<file path="src/svo_defs.svh">
`ifndef SVO_DEFS_SVH
`define SVO_DEFS_SVH

// ----------------------------------------------------------------
// stream words
// ----------------------------------------------------------------
`define SVO_TRS_PRE   10'h3ff
`define SVO_ZERO      10'h000
`define SVO_ADF_CMP   10'h3fc
`define SVO_EDH_DID   8'hf4
`define SVO_BLK_Y     10'h040
`define SVO_BLK_C     10'h200
`define SVO_BLK_NTSC  10'h0f0
`define SVO_BLK_PAL   10'h100
`define SVO_CLIP_LO   10'h040
`define SVO_CLIP_YHI  10'h3ac
`define SVO_CLIP_CHI  10'h3c0
`define SVO_CMP_LO    10'h004
`define SVO_CMP_HI    10'h3fb
`define SVO_STD_CMP   2'h1
`define SVO_STD_PAL   2
`define SVO_XYZ_F     8
`define SVO_XYZ_V     7
`define SVO_XYZ_H     6
`define SVO_TRS_CMP   3'h4
`define SVO_TRS_CPT   3'h3
`define SVO_HDR_CPT   8'h02
// ----------------------------------------------------------------
// timing counts
// ----------------------------------------------------------------
`define SVO_VB_NTSC_L 10'h013
`define SVO_VB_NTSC_S 10'h009
`define SVO_VB_PAL_L  10'h011
`define SVO_VB_PAL_S  10'h007
`define SVO_MAX_LINE  12'hfff
`define SVO_CMP_HLEN  12'h07f
`define SVO_SYNC_FILL 2'h2
// ----------------------------------------------------------------
// registers
// ----------------------------------------------------------------
`define SVO_REG_CTRL  2'h0
`define SVO_REG_STAT  2'h1
`define SVO_CTRL_RST  8'h01
`define SVO_CB_BLANK  0
`define SVO_CB_CLIP   1
`define SVO_CB_CHK    2
`define SVO_CB_BYP    3
`define SVO_CB_VSEL   4
`define SVO_CB_VOVR   5
`endif

</file>
<file path="src/svo_pkg.sv">
package svo_pkg;
  typedef struct packed {
    logic       word_clk;
    logic [9:0] word;
    logic       serial_loop;
    logic [3:0] std;
    logic       strobe_placement_select;
    logic       flag_map_en;
    logic       vblank_length_select;
    logic       error_packet_passthrough;
    logic       serial_out_source_select;
    logic       blank_en_n;
    logic       anc_checksum_update_en;
    logic       clip_and_timing_fix_en;
  } svo_pins_s;

  typedef struct packed {
    logic [2:0] f;
    logic       v;
    logic       h;
  } svo_timing_s;

  typedef enum logic [2:0] {
    ANC_IDLE, ANC_HDR, ANC_DID, ANC_SDID, ANC_DC, ANC_UDW, ANC_CS
  } svo_anc_e;

  typedef struct packed {
    logic [4:0][9:0] pipe;
    logic [2:0]      trs_cnt;
    svo_anc_e        anc;
    logic [7:0]      anc_left;
    logic            edh;
    logic [8:0]      sum;
    logic            phase;
    logic            vbit;
    logic [9:0]      line;
    logic [11:0]     wcnt;
    logic [11:0]     llen;
    logic [9:0]      dout;
    svo_timing_s     tim;
    logic            fifo_clr_n;
    logic            anc_act;
    logic            err;
    logic            wclk_prev;
    logic            wclk_out;
    logic            src_cap;
    logic            src_sel;
    logic [9:0]      shift;
    logic            ser;
  } svo_state_s;
endpackage : svo_pkg

</file>
<file path="src/svo_video_out.sv">
`include "svo_defs.svh"

module svo_video_out (
  // clock and reset
  input  wire logic               clk,
  input  wire logic               rst,
  // pins from the processing core and straps, asynchronous
  input  wire svo_pkg::svo_pins_s pins,
  // video output side
  output logic [9:0]              video_word,
  output svo_pkg::svo_timing_s    timing,
  output logic                    fifo_clear_n,
  output logic                    anc_packet_active,
  output logic                    timing_reference_error,
  output logic                    parallel_word_clock_out,
  output logic                    serial_video_out,
  output logic                    flag_map_active,
  // avalon-mm slave
  input  wire logic [3:0]         avs_address,
  input  wire logic               avs_read,
  input  wire logic               avs_write,
  input  wire logic [31:0]        avs_writedata,
  input  wire logic [3:0]         avs_byteenable,
  output logic [31:0]             avs_readdata,
  output logic                    avs_waitrequest
);
  import svo_pkg::*;

  // ----------------------------------------------------------------
  // pin synchronisers
  // ----------------------------------------------------------------
  svo_pins_s  meta_q;
  svo_pins_s  pin_q;

  // only the second stage is read by logic
  always_ff @(posedge clk or posedge rst) begin
    if (rst) begin
      meta_q <= '0;
      pin_q  <= '0;
    end else begin
      meta_q <= pins;
      pin_q  <= meta_q;
    end
  end

  // the synchroniser restarts empty, so the serial source waits until the
  // second stage holds a real pin value
  logic [1:0] fill_q;
  logic [1:0] fill_d;
  logic       sync_full;

  assign sync_full = fill_q == `SVO_SYNC_FILL;

  always_comb begin
    fill_d = sync_full ? fill_q : 2'(fill_q + 2'h1);
  end

  always_ff @(posedge clk or posedge rst) begin
    if (rst) begin
      fill_q <= 2'h0;
    end else begin
      fill_q <= fill_d;
    end
  end

  // ----------------------------------------------------------------
  // register bus
  // ----------------------------------------------------------------
  logic [7:0]  ctrl_q;
  logic [7:0]  ctrl_d;
  logic        ack_q;
  logic        ack_d;
  logic [31:0] rdata_q;
  logic [31:0] rdata_d;
  logic        req;
  svo_state_s  st_q;
  svo_state_s  st_d;

  assign req             = avs_read | avs_write;
  // one wait cycle on every access
  assign avs_waitrequest = req & ~ack_q;
  assign avs_readdata    = rdata_q;

  always_comb begin
    ack_d   = req & ~ack_q;
    ctrl_d  = ctrl_q;
    rdata_d = rdata_q;
    if (req & ~ack_q) begin
      case (avs_address[3:2])
        `SVO_REG_CTRL: rdata_d = {24'h00_0000, ctrl_q};
        `SVO_REG_STAT: rdata_d = {16'h0000, 2'b00, pin_q.flag_map_en, st_q.src_sel,
                                  pin_q.std, 1'b0, st_q.anc_act, st_q.err, st_q.tim};
        default:       rdata_d = 32'h0000_0000;
      endcase
    end
    if (avs_write & ack_q & avs_byteenable[0] & (avs_address[3:2] == `SVO_REG_CTRL)) begin
      ctrl_d = avs_writedata[7:0];
    end
  end

  always_ff @(posedge clk or posedge rst) begin
    if (rst) begin
      ctrl_q  <= `SVO_CTRL_RST;
      ack_q   <= 1'b0;
      rdata_q <= 32'h0000_0000;
    end else begin
      ctrl_q  <= ctrl_d;
      ack_q   <= ack_d;
      rdata_q <= rdata_d;
    end
  end

  // ----------------------------------------------------------------
  // effective controls
  // ----------------------------------------------------------------
  logic blank_eff;
  logic clip_eff;
  logic chk_eff;
  logic byp_eff;
  logic vsel_eff;

  assign blank_eff = ~(pin_q.blank_en_n & ctrl_q[`SVO_CB_BLANK]);
  assign clip_eff  = pin_q.clip_and_timing_fix_en | ctrl_q[`SVO_CB_CLIP];
  assign chk_eff   = pin_q.anc_checksum_update_en | ctrl_q[`SVO_CB_CHK];
  assign byp_eff   = pin_q.error_packet_passthrough | ctrl_q[`SVO_CB_BYP];
  // host bit takes precedence when its override is set
  assign vsel_eff  = ctrl_q[`SVO_CB_VOVR] ? ctrl_q[`SVO_CB_VSEL]
                                          : pin_q.vblank_length_select;

  // ----------------------------------------------------------------
  // stream decode
  // ----------------------------------------------------------------
  logic        stb;
  logic [9:0]  o;
  logic        is_cmp;
  logic        is_pal;
  logic        trs_hit;
  logic        trs_last;
  logic        in_trs;
  logic        anc_hit;
  logic        in_anc;
  logic [3:0]  prot;
  logic        id_err;
  logic [9:0]  vlen;

  // word data is sampled with the same latency as the word clock, so the
  // source must hold each word stable around its rising edge
  assign stb      = pin_q.word_clk & ~st_q.wclk_prev;
  assign o        = st_q.pipe[4];
  assign is_cmp   = pin_q.std[1:0] == `SVO_STD_CMP;
  assign is_pal   = pin_q.std[`SVO_STD_PAL];
  assign trs_hit  = (st_q.trs_cnt == 3'h0) & (o == `SVO_TRS_PRE)
                    & (st_q.pipe[3] == `SVO_ZERO) & (st_q.pipe[2] == `SVO_ZERO)
                    & (~is_cmp | (st_q.pipe[1] == `SVO_ZERO));
  assign trs_last = st_q.trs_cnt == 3'h1;
  assign in_trs   = trs_hit | (st_q.trs_cnt != 3'h0);
  assign anc_hit  = (st_q.anc == ANC_IDLE) & ~in_trs
                    & (is_cmp ? (o == `SVO_ADF_CMP)
                              : ((o == `SVO_ZERO) & (st_q.pipe[3] == `SVO_TRS_PRE)
                                 & (st_q.pipe[2] == `SVO_TRS_PRE)));
  assign in_anc   = anc_hit | (st_q.anc != ANC_IDLE);
  assign prot     = {o[`SVO_XYZ_V] ^ o[`SVO_XYZ_H], o[`SVO_XYZ_F] ^ o[`SVO_XYZ_H],
                     o[`SVO_XYZ_F] ^ o[`SVO_XYZ_V],
                     o[`SVO_XYZ_F] ^ o[`SVO_XYZ_V] ^ o[`SVO_XYZ_H]};
  assign id_err   = is_cmp ? (o[9] == o[8]) : (~o[9] | (o[5:2] != prot));
  assign vlen     = is_pal ? (vsel_eff ? `SVO_VB_PAL_S : `SVO_VB_PAL_L)
                           : (vsel_eff ? `SVO_VB_NTSC_S : `SVO_VB_NTSC_L);

  // ----------------------------------------------------------------
  // word path state
  // ----------------------------------------------------------------
  always_comb begin
    st_d           = st_q;
    st_d.wclk_prev = pin_q.word_clk;
    st_d.wclk_out  = pin_q.word_clk;
    // serial source is caught once after reset; a change needs a new reset
    if (~st_q.src_cap & sync_full) begin
      st_d.src_cap = 1'b1;
      st_d.src_sel = pin_q.serial_out_source_select;
    end
    st_d.shift = {1'b0, st_q.shift[9:1]};
    // the processed path is limited to one bit per system clock
    st_d.ser   = st_q.src_sel ? pin_q.serial_loop : st_q.shift[0];
    if (stb) begin
      for (int i = 4; i > 0; i--) begin
        st_d.pipe[i] = st_q.pipe[i-1];
      end
      st_d.pipe[0] = pin_q.word;
      // timing reference tracking
      if (trs_hit) begin
        st_d.trs_cnt = is_cmp ? `SVO_TRS_CMP : `SVO_TRS_CPT;
      end else if (st_q.trs_cnt != 3'h0) begin
        st_d.trs_cnt = st_q.trs_cnt - 3'h1;
      end
      st_d.wcnt  = (st_q.wcnt == `SVO_MAX_LINE) ? st_q.wcnt : 12'(st_q.wcnt + 12'h001);
      st_d.phase = ~st_q.phase;
      st_d.fifo_clr_n = 1'b1;
      if (trs_last) begin
        st_d.phase = 1'b0;
        st_d.err   = id_err;
        if (is_cmp | (o[`SVO_XYZ_H] == pin_q.strobe_placement_select)) begin
          st_d.fifo_clr_n = 1'b0;
        end
        if (is_cmp) begin
          st_d.tim.f = o[2:0];
          st_d.tim.h = 1'b1;
        end else begin
          st_d.tim.f = {2'b00, o[`SVO_XYZ_F]};
          st_d.tim.h = o[`SVO_XYZ_H];
          st_d.vbit  = o[`SVO_XYZ_V];
        end
        if (is_cmp | o[`SVO_XYZ_H]) begin
          // line end: check spacing against the previous line
          if ((st_q.llen != 12'h000) & (st_q.wcnt != st_q.llen)) begin
            st_d.err = 1'b1;
          end
          st_d.llen = st_q.wcnt;
          st_d.wcnt = 12'h000;
          st_d.line = (st_d.tim.f != st_q.tim.f) ? 10'h000 : 10'(st_q.line + 10'h001);
        end
      end else if (st_q.wcnt == `SVO_MAX_LINE) begin
        st_d.err = 1'b1;
      end
      if (is_cmp & (st_q.wcnt == `SVO_CMP_HLEN)) begin
        st_d.tim.h = 1'b0;
      end
      if (is_cmp | ~is_pal) begin
        st_d.tim.v = st_d.line < vlen;
      end else begin
        st_d.tim.v = st_d.vbit;
      end
      // ancillary packet walk
      case (st_q.anc)
        ANC_IDLE: begin
          if (anc_hit) begin
            st_d.anc      = is_cmp ? ANC_DID : ANC_HDR;
            st_d.anc_left = `SVO_HDR_CPT;
          end
        end
        ANC_HDR: begin
          st_d.anc_left = 8'(st_q.anc_left - 8'h01);
          if (st_q.anc_left == 8'h01) begin
            st_d.anc = ANC_DID;
          end
        end
        ANC_DID: begin
          st_d.sum = o[8:0];
          st_d.edh = o[7:0] == `SVO_EDH_DID;
          st_d.anc = ANC_SDID;
        end
        ANC_SDID: begin
          st_d.sum = st_q.sum + o[8:0];
          st_d.anc = ANC_DC;
        end
        ANC_DC: begin
          st_d.sum      = st_q.sum + o[8:0];
          st_d.anc_left = o[7:0];
          st_d.anc      = (o[7:0] == 8'h00) ? ANC_CS : ANC_UDW;
        end
        ANC_UDW: begin
          st_d.sum      = st_q.sum + o[8:0];
          st_d.anc_left = 8'(st_q.anc_left - 8'h01);
          if (st_q.anc_left == 8'h01) begin
            st_d.anc = ANC_CS;
          end
        end
        ANC_CS:  st_d.anc = ANC_IDLE;
        default: st_d.anc = ANC_IDLE;
      endcase
      st_d.anc_act = in_anc;
      // output word selection
      st_d.dout = o;
      if (trs_last & ~is_cmp & clip_eff) begin
        st_d.dout = {1'b1, o[8:6], prot, o[1:0]};
      end else if (in_trs) begin
        st_d.dout = o;
      end else if ((st_q.anc == ANC_CS) & chk_eff & ~(st_q.edh & byp_eff)) begin
        st_d.dout = {~st_q.sum[8], st_q.sum};
      end else if (~in_anc & blank_eff) begin
        st_d.dout = is_cmp ? (is_pal ? `SVO_BLK_PAL : `SVO_BLK_NTSC)
                           : (st_q.phase ? `SVO_BLK_Y : `SVO_BLK_C);
      end else if (~in_anc & clip_eff & ~st_q.tim.h & ~st_q.tim.v) begin
        if (is_cmp) begin
          st_d.dout = (o < `SVO_CMP_LO) ? `SVO_CMP_LO
                    : (o > `SVO_CMP_HI) ? `SVO_CMP_HI : o;
        end else if (st_q.phase) begin
          st_d.dout = (o < `SVO_CLIP_LO) ? `SVO_CLIP_LO
                    : (o > `SVO_CLIP_YHI) ? `SVO_CLIP_YHI : o;
        end else begin
          st_d.dout = (o < `SVO_CLIP_LO) ? `SVO_CLIP_LO
                    : (o > `SVO_CLIP_CHI) ? `SVO_CLIP_CHI : o;
        end
      end
      st_d.shift = st_d.dout;
    end
  end

  always_ff @(posedge clk or posedge rst) begin
    if (rst) begin
      st_q <= '0;
      // idle high, so no clear pulse follows the release of reset
      st_q.fifo_clr_n <= 1'b1;
    end else begin
      st_q <= st_d;
    end
  end

  // ----------------------------------------------------------------
  // outputs
  // ----------------------------------------------------------------
  assign video_word              = st_q.dout;
  assign timing                  = st_q.tim;
  assign fifo_clear_n            = ~rst & st_q.fifo_clr_n;
  assign anc_packet_active       = st_q.anc_act;
  assign timing_reference_error  = st_q.err;
  assign parallel_word_clock_out = st_q.wclk_out;
  assign serial_video_out        = st_q.ser;
  assign flag_map_active         = pin_q.flag_map_en;

endmodule : svo_video_out

</file>
<file path="config.mk">
export PLATFORM = sky130hd
export DESIGN_NAME = svo_video_out
export DESIGN_NICKNAME = d
export VERILOG_FILES = /design/src/svo_pkg.sv /design/src/svo_video_out.sv
export VERILOG_INCLUDE_DIRS = /design/src
export SDC_FILE = /design/constraint.sdc
export NUM_CORES = 1
export LEC_CHECK = 0
export BUFFER_PORTS_ARGS = -buffer_cell sky130_fd_sc_hd__clkbuf_2
export CAP_MARGIN = 0
export CORE_ASPECT_RATIO = 0.9
export CORE_MARGIN = 2
export CORE_UTILIZATION = 45
export DETAILED_ROUTE_END_ITERATION = 10
export PLACE_DENSITY = 0.67
export SLEW_MARGIN = 20
export SYNTH_ARGS = -nofsm -noshare
export SYNTH_HDL_FRONTEND = slang
export SYNTH_SLANG_ARGS = --single-unit
export TNS_END_PERCENT = 10
</file>
<file path="constraint.sdc">
create_clock -name clk -period 6.25 [get_ports clk]
set_input_delay 0.625 -clock clk [delete_from_list [all_inputs] [get_ports clk]]
set_output_delay 0.625 -clock clk [all_outputs]
set_load 0.005 [all_outputs]
</file>
Yosys cells after proc, flatten, opt, wreduce, memory -nomap -nowiden
Cells that the tools add are included.
{ "op_classes": {"add_sub_neg": 6, "n_lt_le_gt_ge": 6, "n_eq_ne": 28, "n_mux": 54, "n_bitwise": 57, "n_reduce_logical": 27} }
{ "ops": {"columns": ["cell", "n"], "rows": [
  ["$mux W10", 17],
  ["$mux W36", 2],
  ["$eq A10 B10 Y1 const B", 4],
  ["$logic_not A10 Y1", 4],
  ["$mux W34", 1],
  ["$gt A10 B10 Y1 const B", 3],
  ["$pmux W14 S2", 1],
  ["$and A1 B1 Y1", 27],
  ["$mux W3", 8],
  ["$pmux W8 S3", 1],
  ["$pmux W3 S6", 1],
  ["$pmux W9 S2", 1],
  ["$mux W5", 3],
  ["$not A1 Y1", 15],
  ["$mux W1", 13],
  ["$add A12 B1 Y12 const B", 1],
  ["$eq A12 B12 Y1 const B", 1],
  ["$eq A12 B7 Y1 const B", 1],
  ["$mux W12", 1],
  ["$ne A12 B12 Y1", 1],
  ["$reduce_and A2 Y1", 6],
  ["$reduce_bool A12 Y1", 1],
  ["$mux W11", 1],
  ["$or A1 B1 Y1", 11],
  ["32 further kinds", 53]
]} }
{ "totals": {"regBits": 233, "input_bits": 68, "elab_cells": 233} }

Depth between registers and ports, before layout
{ "logic_depth": {"ltp_word": 20, "ltp_mapped": 13} }

Least setup slack after synthesis
No wires, ideal clock.
{ "synth_timing": {"path_kind": "flip-flop to flip-flop", "startpoint": "register st_q (netlist bit o[2])", "endpoint": "register st_q (netlist bit timing[1])", "setup_time_ns": 0.065, "arrival_time_ns": 2.695, "path_slack_ns": 3.490, "path_stages_with_launch": 13, "n_path_buf": 1, "period_less_slack_ns": 2.760, "cell_sequence": "dfrtp_1 > clkbuf_1 > nor2_1 > nor2_1 > o32ai_1 > nand3_1 > o21ai_0 > ha_1 > a31o_2 > a31oi_1 > o21ai_0 > a221oi_1 > a211o_1"} }
{ "synth_via": {"elab_chain_len": 10} }
{ "synth_lines": {"columns": ["item", "line", "source"], "rows": [
  ["start, declared", "svo_video_out.sv:76", "svo_state_s st_q;"],
  ["start signal, assigned", "svo_video_out.sv:304", "st_q <= st_d;"],
  ["$mux W3", "svo_video_out.sv:204", "if (is_cmp) begin"],
  ["$mux W3", "svo_video_out.sv:198", "if (trs_last) begin"],
  ["$mux W3", "svo_video_out.sv:184", "if (stb) begin"],
  ["$ne A3 B3 Y1", "svo_video_out.sv:219", "st_d.line = (st_d.tim.f != st_q.tim.f) ? 10'h000 : 10'(st_q.line + 10'h001);"],
  ["$mux W10", "svo_video_out.sv:219", null],
  ["$mux W34", "svo_video_out.sv:212", "if (is_cmp | o[`SVO_XYZ_H]) begin"],
  ["$mux W36", "svo_video_out.sv:198", null],
  ["$mux W36", "svo_video_out.sv:184", null],
  ["$lt A10 B5 Y1", "svo_video_out.sv:228", "st_d.tim.v = st_d.line < vlen;"],
  ["$mux W1", "svo_video_out.sv:227", "if (is_cmp | ~is_pal) begin"]
]} }
No other way between the ends. The select of a mux whose other input is x is not followed.
A chain may end at the register's enable or synchronous reset.

Final worst setup path
{ "layout_timing": {"startpoint": "register st_q (netlist bit o[6])", "endpoint": "register st_q (netlist bit video_word[0])"} }
{ "layout_via": {"elab_chain_len": 19, "elab_cells_between_ends": 38} }
{ "layout_lines": {"columns": ["item", "line", "source"], "rows": [
  ["$eq A10 B10 Y1 (no line)", null, null],
  ["$and A1 B1 Y1 (4 in a row)", "svo_video_out.sv:152", "assign trs_hit = (st_q.trs_cnt == 3'h0) & (o == `SVO_TRS_PRE)"],
  ["$or A1 B1 Y1", "svo_video_out.sv:156", "assign in_trs = trs_hit | (st_q.trs_cnt != 3'h0);"],
  ["$not A1 Y1", "svo_video_out.sv:157", "assign anc_hit = (st_q.anc == ANC_IDLE) & ~in_trs"],
  ["$and A1 B1 Y1 (2 in a row)", "svo_video_out.sv:157", null],
  ["$or A1 B1 Y1", "svo_video_out.sv:161", "assign in_anc = anc_hit | (st_q.anc != ANC_IDLE);"],
  ["$not A1 Y1", "svo_video_out.sv:279, svo_video_out.sv:282", null],
  ["$and A1 B1 Y1 (3 in a row)", "svo_video_out.sv:282", "end else if (~in_anc & clip_eff & ~st_q.tim.h & ~st_q.tim.v) begin"],
  ["$mux W10", "svo_video_out.sv:282", null],
  ["$mux W10", "svo_video_out.sv:279", "end else if (~in_anc & blank_eff) begin"],
  ["$mux W10", "svo_video_out.sv:277", "end else if ((st_q.anc == ANC_CS) & chk_eff & ~(st_q.edh & byp_eff)) begin"],
  ["$mux W10 (*)", "svo_video_out.sv:275", "end else if (in_trs) begin"],
  ["$mux W10 (*)", "svo_video_out.sv:273", "if (trs_last & ~is_cmp & clip_eff) begin"]
]} }
Mark *: on every way between the ends. The rest lies on a longest branch, timed or not.

==> impl_metrics.py <==
metrics = {
    "run_status": {
        "run_status": "complete, no violations",
    },
    "setup_path": {
        "data_arrival_time_of_the_critical_path_ns": 3.79,
        "timing.critical_path.slowest_cell_delay_ns": 0.77,
        "critical-path-slowest-cell": "sky130_fd_sc_hd__dfrtp_1",
        "path_cells": "ha_1, nand2_1, or2_1, o41ai_2, buf_4, o21ai_2, o31a_1, o21ai_0, nand2_1",
        "required_time_worst_endpoint_ns": 6.63,
        "worstSetupEndpointType": "flop",
        "critical_path.most_common_cell": "sky130_fd_sc_hd__nand2_1",
        "critPathKind": "flop to flop",
        "crit_path_start_kind": "flop",
        "critical_path_peak_fanout": 11,
    },
    "grt": {
        "grt_max_degree": 73,
        "first_pass_grt_wire_length_mm": 42.23,
        "grtUsageTotal_pct": 20.74,
        "grt_pass1_vias": 8020,
        "antenna_found_initial": 0,
        "gr-total-overflow": 0,
    },
    "cts": {
        "clock_tree_from_tritoncts": "done",
        "holdBufCountCts": 0,
        "cts_inserted_buffers": 24,
        "clockBufferDepth": 3,
        "cts_post_setup_buffers_inserted": 0,
        "cts.root.buffer_cell": "sky130_fd_sc_hd__clkbuf_16",
        "cts_htree_levels": 1,
        "sink_count": 215,
        "path_clk_slew_ns": 0.06,
        "clock_latency_ns": 0.52,
        "post_cts.resized_instances": 0,
    },
    "detailed_routing": {
        "via_per_inst": 5.538,
        "via_count": 8340,
        "antenna_left": 0,
        "detail_route.drc_violations": 0,
        "first_iter_violations": 747,
        "detail_route.wirelength_mm": 25.87,
        "routed_wire_length_per_instance_um": 17.18,
        "drt_pre_antenna_iters": 5,
    },
    "synthesis": {
        "seq_total_area_yosys_pct": 50.38,
        "syn_area_mm2": 0.01068,
        "yosysWarningCount": 0,
        "async_flop_share_pct": 100.0,
        "post_synth_main_area_contributors": "sky130_fd_sc_hd__dfrtp_1 (50%), sky130_fd_sc_hd__nand2_1 (9.9%), sky130_fd_sc_hd__ha_1 (3.5%), sky130_fd_sc_hd__o21ai_0 (3.4%), sky130_fd_sc_hd__buf_4 (2.5%)",
        "synth_edf_count": 0,
        "synth_area_per_cell_um2": 9.323,
        "post-synth-top-area-cell": "sky130_fd_sc_hd__dfrtp_1",
        "synth-seq-cells": 215,
        "synth.lib_cells_used.distinct": 72,
        "syn_inst": 1146,
        "yosys.area.top_type_share_pct": 49.89,
        "synth_ff_type": "sky130_fd_sc_hd__dfrtp_1",
    },
    "power_and_ir_drop": {
        "maximum_resistive_drop_on_vdd_mv": 0.2107,
        "power_leakage_nw": 5.715,
        "power_per_cell_area_mw_per_mm2": 315.4,
    },
    "layout": {
        "area_delta_synth_final_pct": 12.95,
        "diodes": 0,
        "stdcell_count": 1506,
        "post_route_cells_drive_above_1_share_pct": 14.04,
        "fillCellCount": 2141,
        "design.final.nets": 1285,
    },
    "floorplan": {
        "core.rowCount": 53,
        "die_width_um": 166.4,
        "starting_density_of_the_core_pct": 45.77,
        "dieArea_mm2": 0.02499,
        "fp.coreArea_mm2": 0.02334,
        "dieHeight_um": 150.2,
        "io_pins": 122,
    },
    "timing": {
        "worst_slew_margin_rel_pct": 37.39,
        "timing_max_transition_violations_final": 0,
        "rsz0062_at_grt": "no",
        "hold_viol_final": 0,
        "final.setup_skew_ns": 0.008401,
        "post-route-period-util_pct": 54.50,
        "final_report_setup_violation_count": 0,
        "max_slew.worst_pin.slew_ns": 0.9391,
        "finalWorstPathRequiredPeriod_ns": 3.406,
        "setup_total_negative_slack_ns": 0,
        "post-route-worst-setup-slack_ns": 2.844,
        "maxClockFrequency_mhz": 293.6,
    },
    "placement": {
        "dpl_worst_slack_ns": 2.950,
        "gpl.final_weighted_congestion": 0.9233,
        "dp_cells": 1462,
        "port-buffer-count": 74,
        "hpwl_mm": 17.46,
    },
    "flow_run": {
        "drv.max_cap_violation_count": 0,
    },
    "min_path": {
        "hold_path_class": "input pin to flop",
    },
}
critical path: cells and delay by family (launching register included):
family                   cells  cell delay [ns]
AO/OA/AOI/OAI                4             1.39
adder cells (fa/ha/maj)      1             0.32
flip-flops                   1             0.77
buffers and inverters        1             0.25
AND/OR/NAND/NOR              3             0.52
Yosys cell counts, types with 17 or more instances:
master / n
sky130_fd_sc_hd__nand3_1: 31
sky130_fd_sc_hd__xnor2_1: 22
sky130_fd_sc_hd__ha_1: 30
sky130_fd_sc_hd__nand2_1: 281
sky130_fd_sc_hd__clkbuf_1: 45
sky130_fd_sc_hd__o21ai_0: 73
sky130_fd_sc_hd__a21oi_1: 43
sky130_fd_sc_hd__nor2_1: 61
sky130_fd_sc_hd__nor3_1: 27
sky130_fd_sc_hd__buf_4: 35
sky130_fd_sc_hd__mux2i_1: 18
sky130_fd_sc_hd__inv_1: 29
sky130_fd_sc_hd__dfrtp_1: 213
sky130_fd_sc_hd__mux2_2: 17
path summary, 6_finish.rpt:
path | from | endpoint | slack, ns | cells after the start
min in group asynchronous | rst | pin_q[16] | 0.27 | 2
max | o[6] | video_word[0] | 2.84 | 9
min reg2reg | meta_q[3] | pin_q[3] | 0.35 | 0
min | pins[16] | meta_q[16] | 0.20 | 1
max reg2reg | o[6] | video_word[0] | 2.84 | 9
max in group asynchronous | rst | st_q[63] | 4.57 | 3
cell families after synthesis:
| group | Yosys count | share of synthesized area (%) |
|---|---|---|
| AOI/OAI and AO/OA | 224 | 13.60 |
| and+or+nand+nor | 489 | 20.75 |
| other | 1 | 0.03510 |
| DFF | 215 | 50.38 |
| muxes | 35 | 3.478 |
| buffers and inverters | 120 | 5.516 |
| adders and majority gates | 31 | 3.701 |
| xor gates and xnor gates | 31 | 2.541 |
metrics by stage:
stage	total power, mW	hold WS (ns)	utilization (%)	instance area, um2
after floorplan	2.058	0.3312	-	10750
after global placement	2.205	0.3325	47.76	11150
after detailed placement	2.218	0.3347	47.78	11150
after CTS	3.835	0.1785	51.67	12060
after global routing	3.983	0.1798	51.70	12070
final	3.806	0.2033	51.70	12070
layer usage:
metal  track usage, %  wire (um)  vias to the layer above
li1                 -          -                     4002
met1            30.04      12320                     4097
met2            33.08      11680                      207
met3            3.102       1370                       34
met4            5.086        499                        0
met5                0          0                        -
final cells by class:
class	count	area, um2	area share (%)
Sequential cell	215	5383	44.60
Multi-Input combinational cell	828	4811	39.87
Clock buffer	29	639.4	5.298
Timing Repair Buffer	88	475.5	3.940
Tap cell	302	377.9	3.131
Clock inverter	15	269.0	2.229
Inverter	29	112.6	0.9331
registers in the layout, summed over array words and instances (netlist names), 2 cells and up:
register and cells:
fill_q 2, video_word 10, st_q 113, pin_q 22, timing 5, o 10, ctrl_q 8, meta_q 24
avs_readdata 14
power breakdown:
part | switching [mW] | internal (mW)
sequential | 0.177 | 1.53
clock | 0.584 | 1.02
combinational | 0.288 | 0.210
total | 1.05 | 2.76
layout by cell type, fill, tap and decap left out, drive strengths merged, types with 8 or more instances in the layout:
master / n
a21o: 10
a21oi: 43
a31oi: 14
buf: 14
clkbuf: 103
conb: 18
dfrtp: 213
ha: 30
inv: 28
mux2: 17
mux2i: 18
nand2: 281
nand2b: 10
nand3: 31
nand4: 16
nor2: 61
nor2b: 14
nor3: 27
nor4: 17
o21a: 8
o21ai: 74
o31ai: 11
xnor2: 22
xor2: 9
(Power assumes the default switching activity.)
